===== src/logic/isr_pkg.sv =====
/*
 * Constants and types shared by the interrupt status and result register block.
 * Assumes byte-wide registers reached through a simple synchronous byte port.
 */
package isr_pkg;

	// ------------------------------------------------------------
	// register offsets
	// ------------------------------------------------------------
	localparam logic [7:0] ISR_OFF_EVENT_FLAGS = 8'h21;
	localparam logic [7:0] ISR_OFF_VIS_LOW = 8'h22;
	localparam logic [7:0] ISR_OFF_VIS_HIGH = 8'h23;
	localparam logic [7:0] ISR_OFF_IR_LOW = 8'h24;
	localparam logic [7:0] ISR_OFF_IR_HIGH = 8'h25;
	localparam logic [7:0] ISR_OFF_P1_LOW = 8'h26;
	localparam logic [7:0] ISR_OFF_P1_HIGH = 8'h27;
	localparam logic [7:0] ISR_OFF_P2_LOW = 8'h28;

	// ------------------------------------------------------------
	// status field layout
	// ------------------------------------------------------------
	localparam int ISR_FLAG_W = 6;
	localparam int ISR_BIT_CMD = 5;
	localparam int ISR_BIT_P3 = 4;
	localparam int ISR_BIT_P2 = 3;
	localparam int ISR_BIT_P1 = 2;
	localparam int ISR_BIT_AMB_HI = 1;
	localparam int ISR_BIT_AMB_LO = 0;

	// ------------------------------------------------------------
	// reset values and encodings
	// ------------------------------------------------------------
	localparam logic [ISR_FLAG_W-1:0] ISR_FLAGS_RESET = 6'h00;
	localparam logic [15:0] ISR_RESULT_RESET = 16'h0000;
	localparam logic [7:0] ISR_BYTE_ZERO = 8'h00;
	localparam logic [1:0] ISR_RESERVED_ZERO = 2'h0;
	localparam logic [1:0] ISR_ALERT_KEEP = 2'h3;
	localparam logic ISR_MODE_HOST_CLEAR = 1'b0;

	typedef enum logic [2:0] {
		ISR_CH_VIS,
		ISR_CH_IR,
		ISR_CH_P1,
		ISR_CH_P2,
		ISR_CH_P3
	} isr_channel_t;

endpackage


===== src/logic/isr_flag_if.sv =====
/*
 * Carrier between the register front end and the status flag keeper.
 * Assumes both ends run on the same clock.
 */
`timescale 1ns/100ps
interface isr_flag_if;
	import isr_pkg::*;
	logic [ISR_FLAG_W-1:0] set;
	logic [ISR_FLAG_W-1:0] host_clear;
	logic auto_clear;
	logic [ISR_FLAG_W-1:0] keep;
	logic [ISR_FLAG_W-1:0] flags;

	modport front (output set, output host_clear, output auto_clear, output keep,
		input flags);
	modport keeper (input set, input host_clear, input auto_clear, input keep,
		output flags);
endinterface


===== src/logic/isr_flags.sv =====
/*
 * Status flag keeper: sticky event flags with host and sequencer clearing.
 * Assumes the front end has already decoded writes and mode settings.
 */
`timescale 1ns/100ps
module isr_flags (
	// clock and control
	input wire logic clk,
	input wire logic resetn,
	input wire logic ce,
	// flag traffic
	isr_flag_if.keeper fl
);
	import isr_pkg::*;

	typedef struct packed {
		logic [ISR_FLAG_W-1:0] flags;
	} isr_flags_state_t;

	isr_flags_state_t st;
	isr_flags_state_t next_st;

	// ------------------------------------------------------------
	// flag update
	// ------------------------------------------------------------
	always_comb begin
		logic [ISR_FLAG_W-1:0] clr;
		clr = fl.host_clear;
		if (fl.auto_clear) begin
			clr = clr | ~fl.keep;
		end
		next_st = st;
		// set wins over a clear in the same cycle
		next_st.flags = (st.flags & ~clr) | fl.set;
	end

	always_ff @(posedge clk) begin
		if (!resetn) begin
			st.flags <= ISR_FLAGS_RESET;
		end else if (ce) begin
			st <= next_st;
		end
	end

	assign fl.flags = st.flags;

endmodule // isr_flags


===== src/logic/isr_regs.sv =====
/*
 * Interrupt status and measurement result registers with the interrupt pin.
 * Assumes the serial port logic presents decoded byte reads and writes, and
 * the sequencer presents finished measurements and event strobes.
 */
`timescale 1ns/100ps

module isr_regs (
	// clock and control
	input wire logic clk,
	input wire logic resetn,
	input wire logic ce,
	// register port
	input wire logic [7:0] reg_addr,
	input wire logic reg_write,
	input wire logic reg_read,
	input wire logic [7:0] reg_wdata,
	output logic [7:0] reg_rdata,
	// configuration
	input wire logic int_mode,
	input wire logic [isr_pkg::ISR_FLAG_W-1:0] irq_enable,
	input wire logic [5:0] proximity_alert_mode,
	input wire logic [15:0] proximity_three_threshold,
	// sequencer
	input wire logic meas_valid,
	input wire isr_pkg::isr_channel_t meas_channel,
	input wire logic [15:0] meas_value,
	input wire logic [1:0] ambient_event,
	input wire logic command_done,
	input wire logic sequencer_clear,
	// interrupt pin
	output logic int_request
);
	import isr_pkg::*;

	typedef struct packed {
		logic [15:0] ambient_visible_result;
		logic [15:0] ambient_infrared_result;
		logic [15:0] proximity_one_result;
		logic [15:0] proximity_two_result;
		logic [ISR_FLAG_W-1:0] pending;
		logic [7:0] rdata;
	} isr_regs_state_t;

	isr_regs_state_t st;
	isr_regs_state_t next_st;
	isr_flag_if fl ();

	// ------------------------------------------------------------
	// flag keeper
	// ------------------------------------------------------------
	isr_flags u_flags (
		.clk(clk),
		.resetn(resetn),
		.ce(ce),
		.fl(fl)
	);

	logic flag_write;
	logic [7:0] status_byte;

	assign flag_write = reg_write && (reg_addr == ISR_OFF_EVENT_FLAGS);
	assign status_byte = {ISR_RESERVED_ZERO, fl.flags};

	// ------------------------------------------------------------
	// flag control
	// ------------------------------------------------------------
	always_comb begin
		fl.host_clear = flag_write ? reg_wdata[ISR_FLAG_W-1:0] : ISR_FLAGS_RESET;
		fl.auto_clear = sequencer_clear && (int_mode != ISR_MODE_HOST_CLEAR);
		fl.keep = ISR_FLAGS_RESET;
		fl.keep[ISR_BIT_P1] = proximity_alert_mode[1:0] == ISR_ALERT_KEEP;
		fl.keep[ISR_BIT_P2] = proximity_alert_mode[3:2] == ISR_ALERT_KEEP;
		fl.keep[ISR_BIT_P3] = proximity_alert_mode[5:4] == ISR_ALERT_KEEP;
		// flags rise from the pending copy, a cycle after the result bytes land
		fl.set = st.pending;
	end

	// ------------------------------------------------------------
	// results, pending events and read data
	// ------------------------------------------------------------
	always_comb begin
		next_st = st;
		next_st.pending = ISR_FLAGS_RESET;
		next_st.pending[ISR_BIT_CMD] = command_done;
		next_st.pending[ISR_BIT_AMB_HI:ISR_BIT_AMB_LO] = ambient_event;

		// host writes to result bytes are allowed; a measurement in the same cycle wins
		if (reg_write) begin
			unique case (reg_addr)
				ISR_OFF_VIS_LOW: next_st.ambient_visible_result[7:0] = reg_wdata;
				ISR_OFF_VIS_HIGH: next_st.ambient_visible_result[15:8] = reg_wdata;
				ISR_OFF_IR_LOW: next_st.ambient_infrared_result[7:0] = reg_wdata;
				ISR_OFF_IR_HIGH: next_st.ambient_infrared_result[15:8] = reg_wdata;
				ISR_OFF_P1_LOW: next_st.proximity_one_result[7:0] = reg_wdata;
				ISR_OFF_P1_HIGH: next_st.proximity_one_result[15:8] = reg_wdata;
				ISR_OFF_P2_LOW: next_st.proximity_two_result[7:0] = reg_wdata;
				default: ;
			endcase
		end

		if (meas_valid) begin
			unique case (meas_channel)
				ISR_CH_VIS: next_st.ambient_visible_result = meas_value;
				ISR_CH_IR: next_st.ambient_infrared_result = meas_value;
				ISR_CH_P1: begin
					next_st.proximity_one_result = meas_value;
					next_st.pending[ISR_BIT_P1] = 1'b1;
				end
				ISR_CH_P2: begin
					next_st.proximity_two_result = meas_value;
					next_st.pending[ISR_BIT_P2] = 1'b1;
				end
				ISR_CH_P3: begin
					// no result bytes mapped here; only the threshold test matters
					next_st.pending[ISR_BIT_P3] = meas_value > proximity_three_threshold;
				end
				default: ;
			endcase
		end

		if (reg_read) begin
			unique case (reg_addr)
				ISR_OFF_EVENT_FLAGS: next_st.rdata = status_byte;
				ISR_OFF_VIS_LOW: next_st.rdata = st.ambient_visible_result[7:0];
				ISR_OFF_VIS_HIGH: next_st.rdata = st.ambient_visible_result[15:8];
				ISR_OFF_IR_LOW: next_st.rdata = st.ambient_infrared_result[7:0];
				ISR_OFF_IR_HIGH: next_st.rdata = st.ambient_infrared_result[15:8];
				ISR_OFF_P1_LOW: next_st.rdata = st.proximity_one_result[7:0];
				ISR_OFF_P1_HIGH: next_st.rdata = st.proximity_one_result[15:8];
				ISR_OFF_P2_LOW: next_st.rdata = st.proximity_two_result[7:0];
				default: next_st.rdata = ISR_BYTE_ZERO;
			endcase
		end
	end

	always_ff @(posedge clk) begin
		if (!resetn) begin
			st.ambient_visible_result <= ISR_RESULT_RESET;
			st.ambient_infrared_result <= ISR_RESULT_RESET;
			st.proximity_one_result <= ISR_RESULT_RESET;
			st.proximity_two_result <= ISR_RESULT_RESET;
			st.pending <= ISR_FLAGS_RESET;
			st.rdata <= ISR_BYTE_ZERO;
		end else if (ce) begin
			st <= next_st;
		end
	end

	// ------------------------------------------------------------
	// outputs
	// ------------------------------------------------------------
	assign reg_rdata = st.rdata;
	assign int_request = |(fl.flags & irq_enable);

endmodule // isr_regs


===== config.mk =====
export PLATFORM = sky130hd
export DESIGN_NAME = isr_regs
export DESIGN_NICKNAME = d
export VERILOG_FILES = /design/src/logic/isr_pkg.sv /design/src/logic/isr_flag_if.sv /design/src/logic/isr_flags.sv /design/src/logic/isr_regs.sv
export SDC_FILE = /design/constraint.sdc
export NUM_CORES = 1
export LEC_CHECK = 0
export BUFFER_PORTS_ARGS = -buffer_cell sky130_fd_sc_hd__buf_2
export CORE_MARGIN = 10
export CORE_UTILIZATION = 55
export DETAILED_ROUTE_END_ITERATION = 10
export PLACE_DENSITY = 0.76
export SYNTH_ARGS = -nofsm -noshare
export SYNTH_HDL_FRONTEND = slang
export SYNTH_SLANG_ARGS = --single-unit

===== constraint.sdc =====
create_clock -name clk -period 2.8 [get_ports clk]
set_input_delay 0.56 -clock clk [delete_from_list [all_inputs] [get_ports clk]]
set_output_delay 0.56 -clock clk [all_outputs]
set_load 0.01 [all_outputs]

==> results of run 1 <==
state kept, by name (all words and copies together), names as in the netlist:
name	flops
fl.set	6
reg_rdata	8
st	56
u_flags.fl.flags	6
tightest hold or removal path: cells and delay by family:
kind / cells / cell delay, ps
and+or+nand+nor: 1 / 80
buffers and inverters: 1 / 70
muxes: 1 / 50
layout make-up:
cell class | instances | share of cell area [%]
clock buffer | 10 | 2.617
inverter | 27 | 1.927
clock inverter | 6 | 1.166
timing repair buffer | 95 | 9.657
tap | 105 | 2.498
sequential | 76 | 28.92
multi-input combinational | 388 | 53.21
cells in the final DEF (no fill, tap or decap), types with 20 or more instances in the layout:
cell type	netlist	layout
a21oi_1	30	30
o221a_1	21	21
o21ai_0	29	29
dfxtp_1	76	76
mux2i_1	21	21
o21a_1	21	21
buf_2	7	82
nor3_1	55	55
inv_1	26	26
nor2_1	20	20
metrics by stage:
step / setup WS [ps] / cells / utilization [%] / hold WS [ps]
floorplan: 665.1 / 539 / - / 422.4
global placement: 453.5 / 691 / 61.60 / 435.5
detailed placement: 417.7 / 691 / 61.60 / 437.1
CTS: 796.5 / 707 / 64.02 / 435.5
global route: 573.5 / 707 / 64.02 / 463.1
finish: 757.5 / 707 / 64.02 / 429.8
power breakdown:
group	switching (mW)	internal [mW]
registers	0.0185	1.11
clock network	0.428	0.434
logic	0.228	0.142
total	0.675	1.68
layer usage:
layer	routed length, µm	track usage [%]	part of all wire (%)	vias up
li1	-	-	-	2153
met5	0	0	0	-
met4	752	11.25	4.7	0
met2	6808	37.26	43	293
met3	2037	7.783	13	61
met1	6237	30.93	39	2166
cell families (layout without fill, tap and decap cells):
kind of cell             after synthesis  count (layout)  synth area share (%)
adder cells (fa/ha/maj)               16              16                 4.307
AND/OR/NAND/NOR                      180             180                 23.23
buffers and inverters                 75             138                 7.052
flip-flops                            76              76                 32.73
multiplexers                          23              23                 5.249
AO/OA/AOI/OAI                        169             169                 27.43
final timing paths:
kind | startpoint | to | slack, ps | depth (start not counted)
worst max register to register | st[45]$_SDFFE_PN0P_ | reg_rdata[7]$_SDFFE_PN0P_ | 1390 | 4
worst min register to register | st[69]$_SDFFE_PN0P_ | st[69]$_SDFFE_PN0P_ | 450 | 2
worst min-delay path | ambient_event[0] | fl.set[0]$_SDFFE_PN0P_ | 430 | 3
worst max-delay path | reg_addr[0] | st[73]$_SDFFE_PN0P_ | 760 | 5
==> results.cfg, run 1 <==
[outcome]
status = finished, final reports clean

[power_and_ir_drop]
powerDensity_mw_per_mm2 = 448.0
p_leak_nw = 2.097
finalPower_mw = 2.356
max-vdd-ir-drop_mv = 0.3637

[clocking]
cts_hold_buf = 0
clock_tree.htree_level_count = 3
clk_latency_ps = 370
clockBufferDepth = 2
clkTransAtPathRegs_ps = 90
clock_sink_count = 76
cts_resized = 0
cts_tree = done
cts_root_buf = clkbuf_8
post-cts-setup-buffers = 0
numCtsBuffers = 9

[sta]
tightest_slew_ps = 662.6
period_needed_ps = 2042
final_max_slew_viol_count = 0
relSlewSlack_pct = 55.42
hold_viol = 0
min_period_over_period_pct = 72.95
skew_ps = 12.34
setup-tns-final_ps = 0
rsz0062_at_grt = false
max_freq_mhz = 489.6
setup-violations-final = 0

[synth]
synth-async-reset-ratio_pct = 0
synth_fp_nets = 629
ys_seq_area_share_pct = 32.73
ys_seq_elements = 76
synth_cells = 539
yosys.area.top_type = dfxtp_1
synth.top_cells.by_count = dfxtp_1, nor3_1, a21oi_1
synth_edf_count = 0
synth_ff_type = dfxtp_1
syn_area_mm2 = 0.004648
yosysTopAreaCellShare_pct = 32.73
synthMostInstantiatedCell = dfxtp_1
yosys_warnings = 0
ys_types = 65
syn_avg_cell_area_um2 = 8.624
ys_top_cells_by_area = dfxtp_1, nor3_1, o221a_1

[global_route]
grt_pass1_wl_mm = 24.97
grt_pass1_vias = 4608
grt.total_usage_pct = 24.52
overflow = 0
antenna_found_initial = 0
grt_max_degree = 29

[placed_design]
dpl_cell_area_mm2 = 0.005061
io_buffer_count = 82
gp_congestion = 1.008
dp_hpwl_mm = 11.91

[die]
coreArea_mm2 = 0.008217
start_util_pct = 56.57
die_w_um = 111.9
fp-row-count = 33
fp.dieArea_mm2 = 0.01253
die_h_um = 111.9
num_io_pins = 83

[worst_hold_path]
hold_path_class = in -> reg

[finish]
drive_gt1_share_pct = 21.76
regArea_mm2 = 0.001521
antenna_cells = 0
fill_cells = 726
design_area_mm2 = 0.005260
area_growth_pct = 13.16
multi_input_area_mm2 = 0.002799
finalNetCount = 687

[setup_path]
critical_path_class = in -> reg
crit_arrival_ps = 2320
crit_buf_inv = 1
crit_fanout = 22
crit_family = compound AO/OA/AOI/OAI gates
crit_required_ps = 3070
endpoint_kind = flip-flop
cpMaxStageDelayCell = o41ai_4
setup.worst_path.start_class = primary input
cp_slowest_stage_delay_ps = 610
crit_chain = buf_2, nand2_1, o41ai_4, a21oi_1, nor3_1

[route]
route.detailed.drc = 0
vias_per_cell = 6.610
vias = 4673
first_iter_violations = 606
totalWireLength_mm = 15.84
drt-pass1-iter-count = 5
ant_nets = 0
wire_per_inst_um = 22.40

[flow_run]
max-cap-violations = 0
Power figures use the tool's default switching activity.
==> inputs of run 2 (changes only) <==
Settings changed: CORE_UTILIZATION 55 to 51, PLACE_DENSITY 0.76 to 0.74.
Clock period 2.8 ns to 1.8 ns, I/O delays scaled along.
==> run 2 against run 1 <==
  * Clock skew increased by 2.0 ps
  * Sequential power increased by 56%
  * Register-to-register slack got worse by 990 ps
  * Global-route usage decreased by 0.097 points
==> results.cfg, run 2 (synthesis results as in run 1) <==
[outcome]
status = finished, final reports clean

[route]
drt-pass1-iter-count = 5
vias = 4844
first_iter_violations = 423
totalWireLength_mm = 16.44
wire_per_inst_um = 22.06
vias_per_cell = 6.502
route.detailed.drc = 0
ant_nets = 0

[sta]
min_period_over_period_pct = 94.66
rsz0062_at_grt = false
relSlewSlack_pct = 59.61
final_max_slew_viol_count = 0
max_freq_mhz = 586.9
setup-tns-final_ps = 0
tightest_slew_ps = 601.8
skew_ps = 14.35
setup-violations-final = 0
period_needed_ps = 1704
hold_viol = 0

[clocking]
clockBufferDepth = 2
cts_hold_buf = 0
clock_tree.htree_level_count = 3
numCtsBuffers = 9
cts_resized = 0
clk_latency_ps = 370
clock_sink_count = 76
cts_tree = done
clkTransAtPathRegs_ps = 90
post-cts-setup-buffers = 0
cts_root_buf = clkbuf_8

[finish]
regMostFlops = st
area_growth_pct = 21.00
largest_reg_flops = 56
fill_cells = 782
design_area_mm2 = 0.005624
drive_gt1_share_pct = 26.06
final_common_cell = buf_2
layout_common_cells = buf_2, dfxtp_1, nor3_1
stdcell_count = 745
utilization_pct = 63.87
finalNetCount = 722
antenna_cells = 0

[setup_path]
regToRegEndpoint = reg_rdata[4]$_SDFFE_PN0P_
startpoint = reg_addr[4]
reg2reg_depth = 4
setup.worst_path.start_class = primary input
reg2reg_slack_ps = 400
worstReg2RegStart = st[58]$_SDFFE_PN0P_
crit_arrival_ps = 1950
crit_required_ps = 2040
critical_path_class = in -> reg
endpoint_kind = flip-flop
crit_fanout = 12
crit_path_end = st[53]$_SDFFE_PN0P_

[placed_design]
gp_congestion = 0.9443
io_buffer_count = 82
dp_hpwl_mm = 12.29
dpl.cell_count = 729
dpl_cell_area_mm2 = 0.005390

[worst_hold_path]
whs_path_depth = 3
hold_path_class = in -> reg

[die]
coreArea_mm2 = 0.008806
die_w_um = 115.5
fp.dieArea_mm2 = 0.01333
num_io_pins = 83
start_util_pct = 52.78
fp-row-count = 34
die_h_um = 115.5

[global_route]
antenna_found_initial = 0
grt_pass1_vias = 4576
grt_pass1_wl_mm = 25.18
overflow = 0
grt.total_usage_pct = 24.43
grt_max_degree = 51

[power_and_ir_drop]
p_leak_nw = 2.310
powerDensity_mw_per_mm2 = 686.8
max-vdd-ir-drop_mv = 0.4501

[flow_run]
max-cap-violations = 0
-- run 2: cell types whose count changed in the layout (fill, tap and decap cells not counted) --
cell | previous run | this run
buf_4 | 13 | 43
buf_12 | 0 | 5
clkinv_4 | 0 | 2
bufinv_16 | 1 | 2
clkinv_2 | 3 | 2
clkinvlp_4 | 1 | 0
inv_6 | 1 | 0
nor4_2 | 3 | 2
nor4_4 | 1 | 2
-- run 2: power breakdown --
group / switching, mW / internal (mW)
registers: 0.0280 / 1.72
logic: 0.369 / 0.263
clock network: 0.665 / 0.818
total: 1.06 / 2.80
-- run 2: through the flow --
step	setup slack (ps)	total power, mW	hold slack (ps)
final	96.11	3.863	224.9
after global routing	28.92	3.994	240.3
after CTS	60.33	3.844	223.9
after detailed placement	-314.5	2.395	435.0
after global placement	-261.2	2.380	432.1
after floorplan	-70.56	2.107	422.4
-- run 2: layout make-up --
| cell class | instances | area (µm²) | area share [%] |
|---|---|---|---|
| Multi-Input combinational cell | 388 | 2808 | 49.92 |
| Sequential cell | 76 | 1521 | 27.05 |
| Timing Repair Buffer | 130 | 833.3 | 14.82 |
| Clock buffer | 10 | 137.6 | 2.447 |
| Tap cell | 108 | 135.1 | 2.403 |
| Inverter | 27 | 101.3 | 1.802 |
| Clock inverter | 6 | 87.58 | 1.557 |
-- run 2: worst min path at each step --
stage	to	slack [ps]	from
3_3_place_gp	st[66]$_SDFFE_PN0P_	430	st[66]$_SDFFE_PN0P_
5_1_grt	fl.set[5]$_SDFFE_PN0P_	240	command_done
4_1_cts	fl.set[0]$_SDFFE_PN0P_	220	ambient_event[0]
3_5_place_dp	st[62]$_SDFFE_PN0P_	440	st[62]$_SDFFE_PN0P_
6_report	fl.set[0]$_SDFFE_PN0P_	220	ambient_event[0]
2_1_floorplan	st[69]$_SDFFE_PN0P_	420	st[69]$_SDFFE_PN0P_
-- run 2: critical path, stage by stage --
cell and delay (ps):
buf_2 100, or4b_4 590, buf_12 180, nor3_4 100
buf_4 180, nand3_4 140, o221a_1 290
-- run 2: layer usage --
| metal | up-vias | GRT usage (%) | wire (µm) |
|---|---|---|---|
| met5 | - | 0 | 0 |
| met4 | 0 | 12.50 | 746 |
| met3 | 51 | 6.977 | 1952 |
| met2 | 300 | 37.11 | 7246 |
| met1 | 2264 | 30.95 | 6490 |
| li1 | 2229 | - | - |
==> inputs of run 3 (changes only) <==
Settings changed: PLACE_DENSITY 0.74 to 0.78.
==> run 3 against run 2 <==
  * Design area fell by 0.87%
  * Hold slack improved by 2.3 ps
  * Combinational power fell by 0.8%
  * Clock power fell by 8%
  * Die area did not move
  * Register-to-register slack improved by 30 ps
  * Utilization fell by 0.55 points
  * Critical endpoint is now st[45]$_SDFFE_PN0P_
  * Critical path depth fell by 2
  * Global-route usage rose by 0.16 points
  * Sequential share of layout area rose by 0.24 points
==> results.cfg, run 3 (synthesis results as in run 1) <==
[clocking]
cts_resized = 0
clockBufferDepth = 2
clock_tree.htree_level_count = 3
cts_hold_buf = 0
clkTransAtPathRegs_ps = 80
post-cts-setup-buffers = 0
cts_tree = done
clk_latency_ps = 370
numCtsBuffers = 9
clock_sink_count = 76
cts_root_buf = clkbuf_8

[setup_path]
crit_buf_inv = 1
cp_slowest_stage_delay_ps = 570
crit_chain = buf_2, or4b_4, nor4_2, nand2b_1, o221a_2
setup.worst_path.start_class = primary input
critical_path_class = in -> reg
crit_family = simple AND/OR/NAND/NOR gates
crit_fanout = 7
reg2reg_depth = 4
worst-path-stages = 5
crit_arrival_ps = 2000
cpMaxStageDelayCell = or4b_4
endpoint_kind = flip-flop
crit_required_ps = 2060

[global_route]
antenna_found_initial = 0
grt_pass1_wl_mm = 25.54
grt_pass1_vias = 4717
grt_max_degree = 51
overflow = 0
grt.total_usage_pct = 24.59

[worst_hold_path]
hold_path_class = in -> reg
whs_path_depth = 3

[route]
drt-pass1-iter-count = 7
totalWireLength_mm = 16.38
ant_nets = 0
route.detailed.drc = 0
wire_per_inst_um = 21.96
first_iter_violations = 494
vias_per_cell = 6.460
vias = 4819

[finish]
regMostFlops = st
drive_gt1_share_pct = 26.02
layout_common_cells = buf_2, dfxtp_1, nor3_1
finalNetCount = 723
final_common_cell = buf_2
largest_reg_flops = 56
antenna_cells = 0
area_growth_pct = 19.95
utilization_pct = 63.31

[placed_design]
gp_congestion = 1.020
io_buffer_count = 82
dp_hpwl_mm = 12.42

[sta]
tightest_slew_ps = 705.4
min_period_over_period_pct = 96.87
setup-tns-final_ps = 0
skew_ps = 11.90
rsz0062_at_grt = false
period_needed_ps = 1744
final_max_slew_viol_count = 0
relSlewSlack_pct = 52.54
max_freq_mhz = 573.5
setup-violations-final = 0
hold_viol = 0

[power_and_ir_drop]
powerDensity_mw_per_mm2 = 670.2
p_leak_nw = 2.284
max-vdd-ir-drop_mv = 0.4890

[die]
die_h_um = 115.5
fp-row-count = 34
num_io_pins = 83
die_w_um = 115.5
coreArea_mm2 = 0.008806
fp.dieArea_mm2 = 0.01333
start_util_pct = 52.78

[flow_run]
max-cap-violations = 0

[outcome]
status = finished, final reports clean
-- run 3: cell count changes in the layout (fill, tap and decap cells not counted) --
| cell | change |
|---|---|
| buf_4 | +3 |
| buf_12 | -2 |
| clkinv_4 | -2 |
| bufinv_16 | -1 |
| clkbuf_1 | +1 |
| clkbuf_8 | +1 |
| clkinvlp_4 | +1 |
| nor4_2 | +1 |
| nor4_4 | -1 |
-- run 3: final timing paths --
kind,from,to,slack (ps)
max reg2reg,st[45]$_SDFFE_PN0P_,reg_rdata[7]$_SDFFE_PN0P_,430
min,ambient_event[0],fl.set[0]$_SDFFE_PN0P_,230
max,reg_addr[4],st[45]$_SDFFE_PN0P_,60
min reg2reg,st[64]$_SDFFE_PN0P_,st[64]$_SDFFE_PN0P_,450
-- run 3: per-stage QoR --
stage | total power [mW] | cell area [µm²] | setup WS, ps | cells | hold WS (ps)
2_1_floorplan | 2.107 | 4649 | -70.56 | 539 | 422.4
3_3_place_gp | 2.380 | 5373 | -239.5 | 730 | 430.0
3_5_place_dp | 2.397 | 5373 | -286.9 | 730 | 434.9
4_1_cts | 3.734 | 5575 | 90.98 | 746 | 219.6
5_1_grt | 3.866 | 5575 | 7.424 | 746 | 239.7
6_report | 3.737 | 5575 | 56.35 | 746 | 227.2
-- run 3: layer usage --
metal,track usage (%),part of all wire (%),wire (µm),vias to the layer above
li1,-,-,-,2231
met1,30.62,39,6448,2257
met2,36.69,44,7131,271
met3,8.165,12,1940,60
met4,13.68,5.3,864,0
met5,0,0,0,-
-- run 3: worst reg2reg max path, stage by stage (launching register included) --
cell and delay (ps):
dfxtp_1 330, mux4_2 490, nand3_1 110, nand3_1 110, a22o_1 240
-- run 3: where the power goes --
| group | internal, mW | leakage (nW) | switching (mW) | total, mW |
|---|---|---|---|---|
| combinational | 0.263 | 1.57 | 0.364 | 0.627 |
| clock | 0.712 | 0.102 | 0.648 | 1.36 |
| sequential | 1.72 | 0.615 | 0.0301 | 1.75 |
-- run 3: final cells by class --
type / count / area [µm²]
Clock buffer: 12 / 155.1
Clock inverter: 4 / 47.55
Fill cell: 779 / 3231
Inverter: 27 / 101.3
Multi-Input combinational cell: 388 / 2799
Sequential cell: 76 / 1521
Tap cell: 108 / 135.1
Timing Repair Buffer: 131 / 815.8
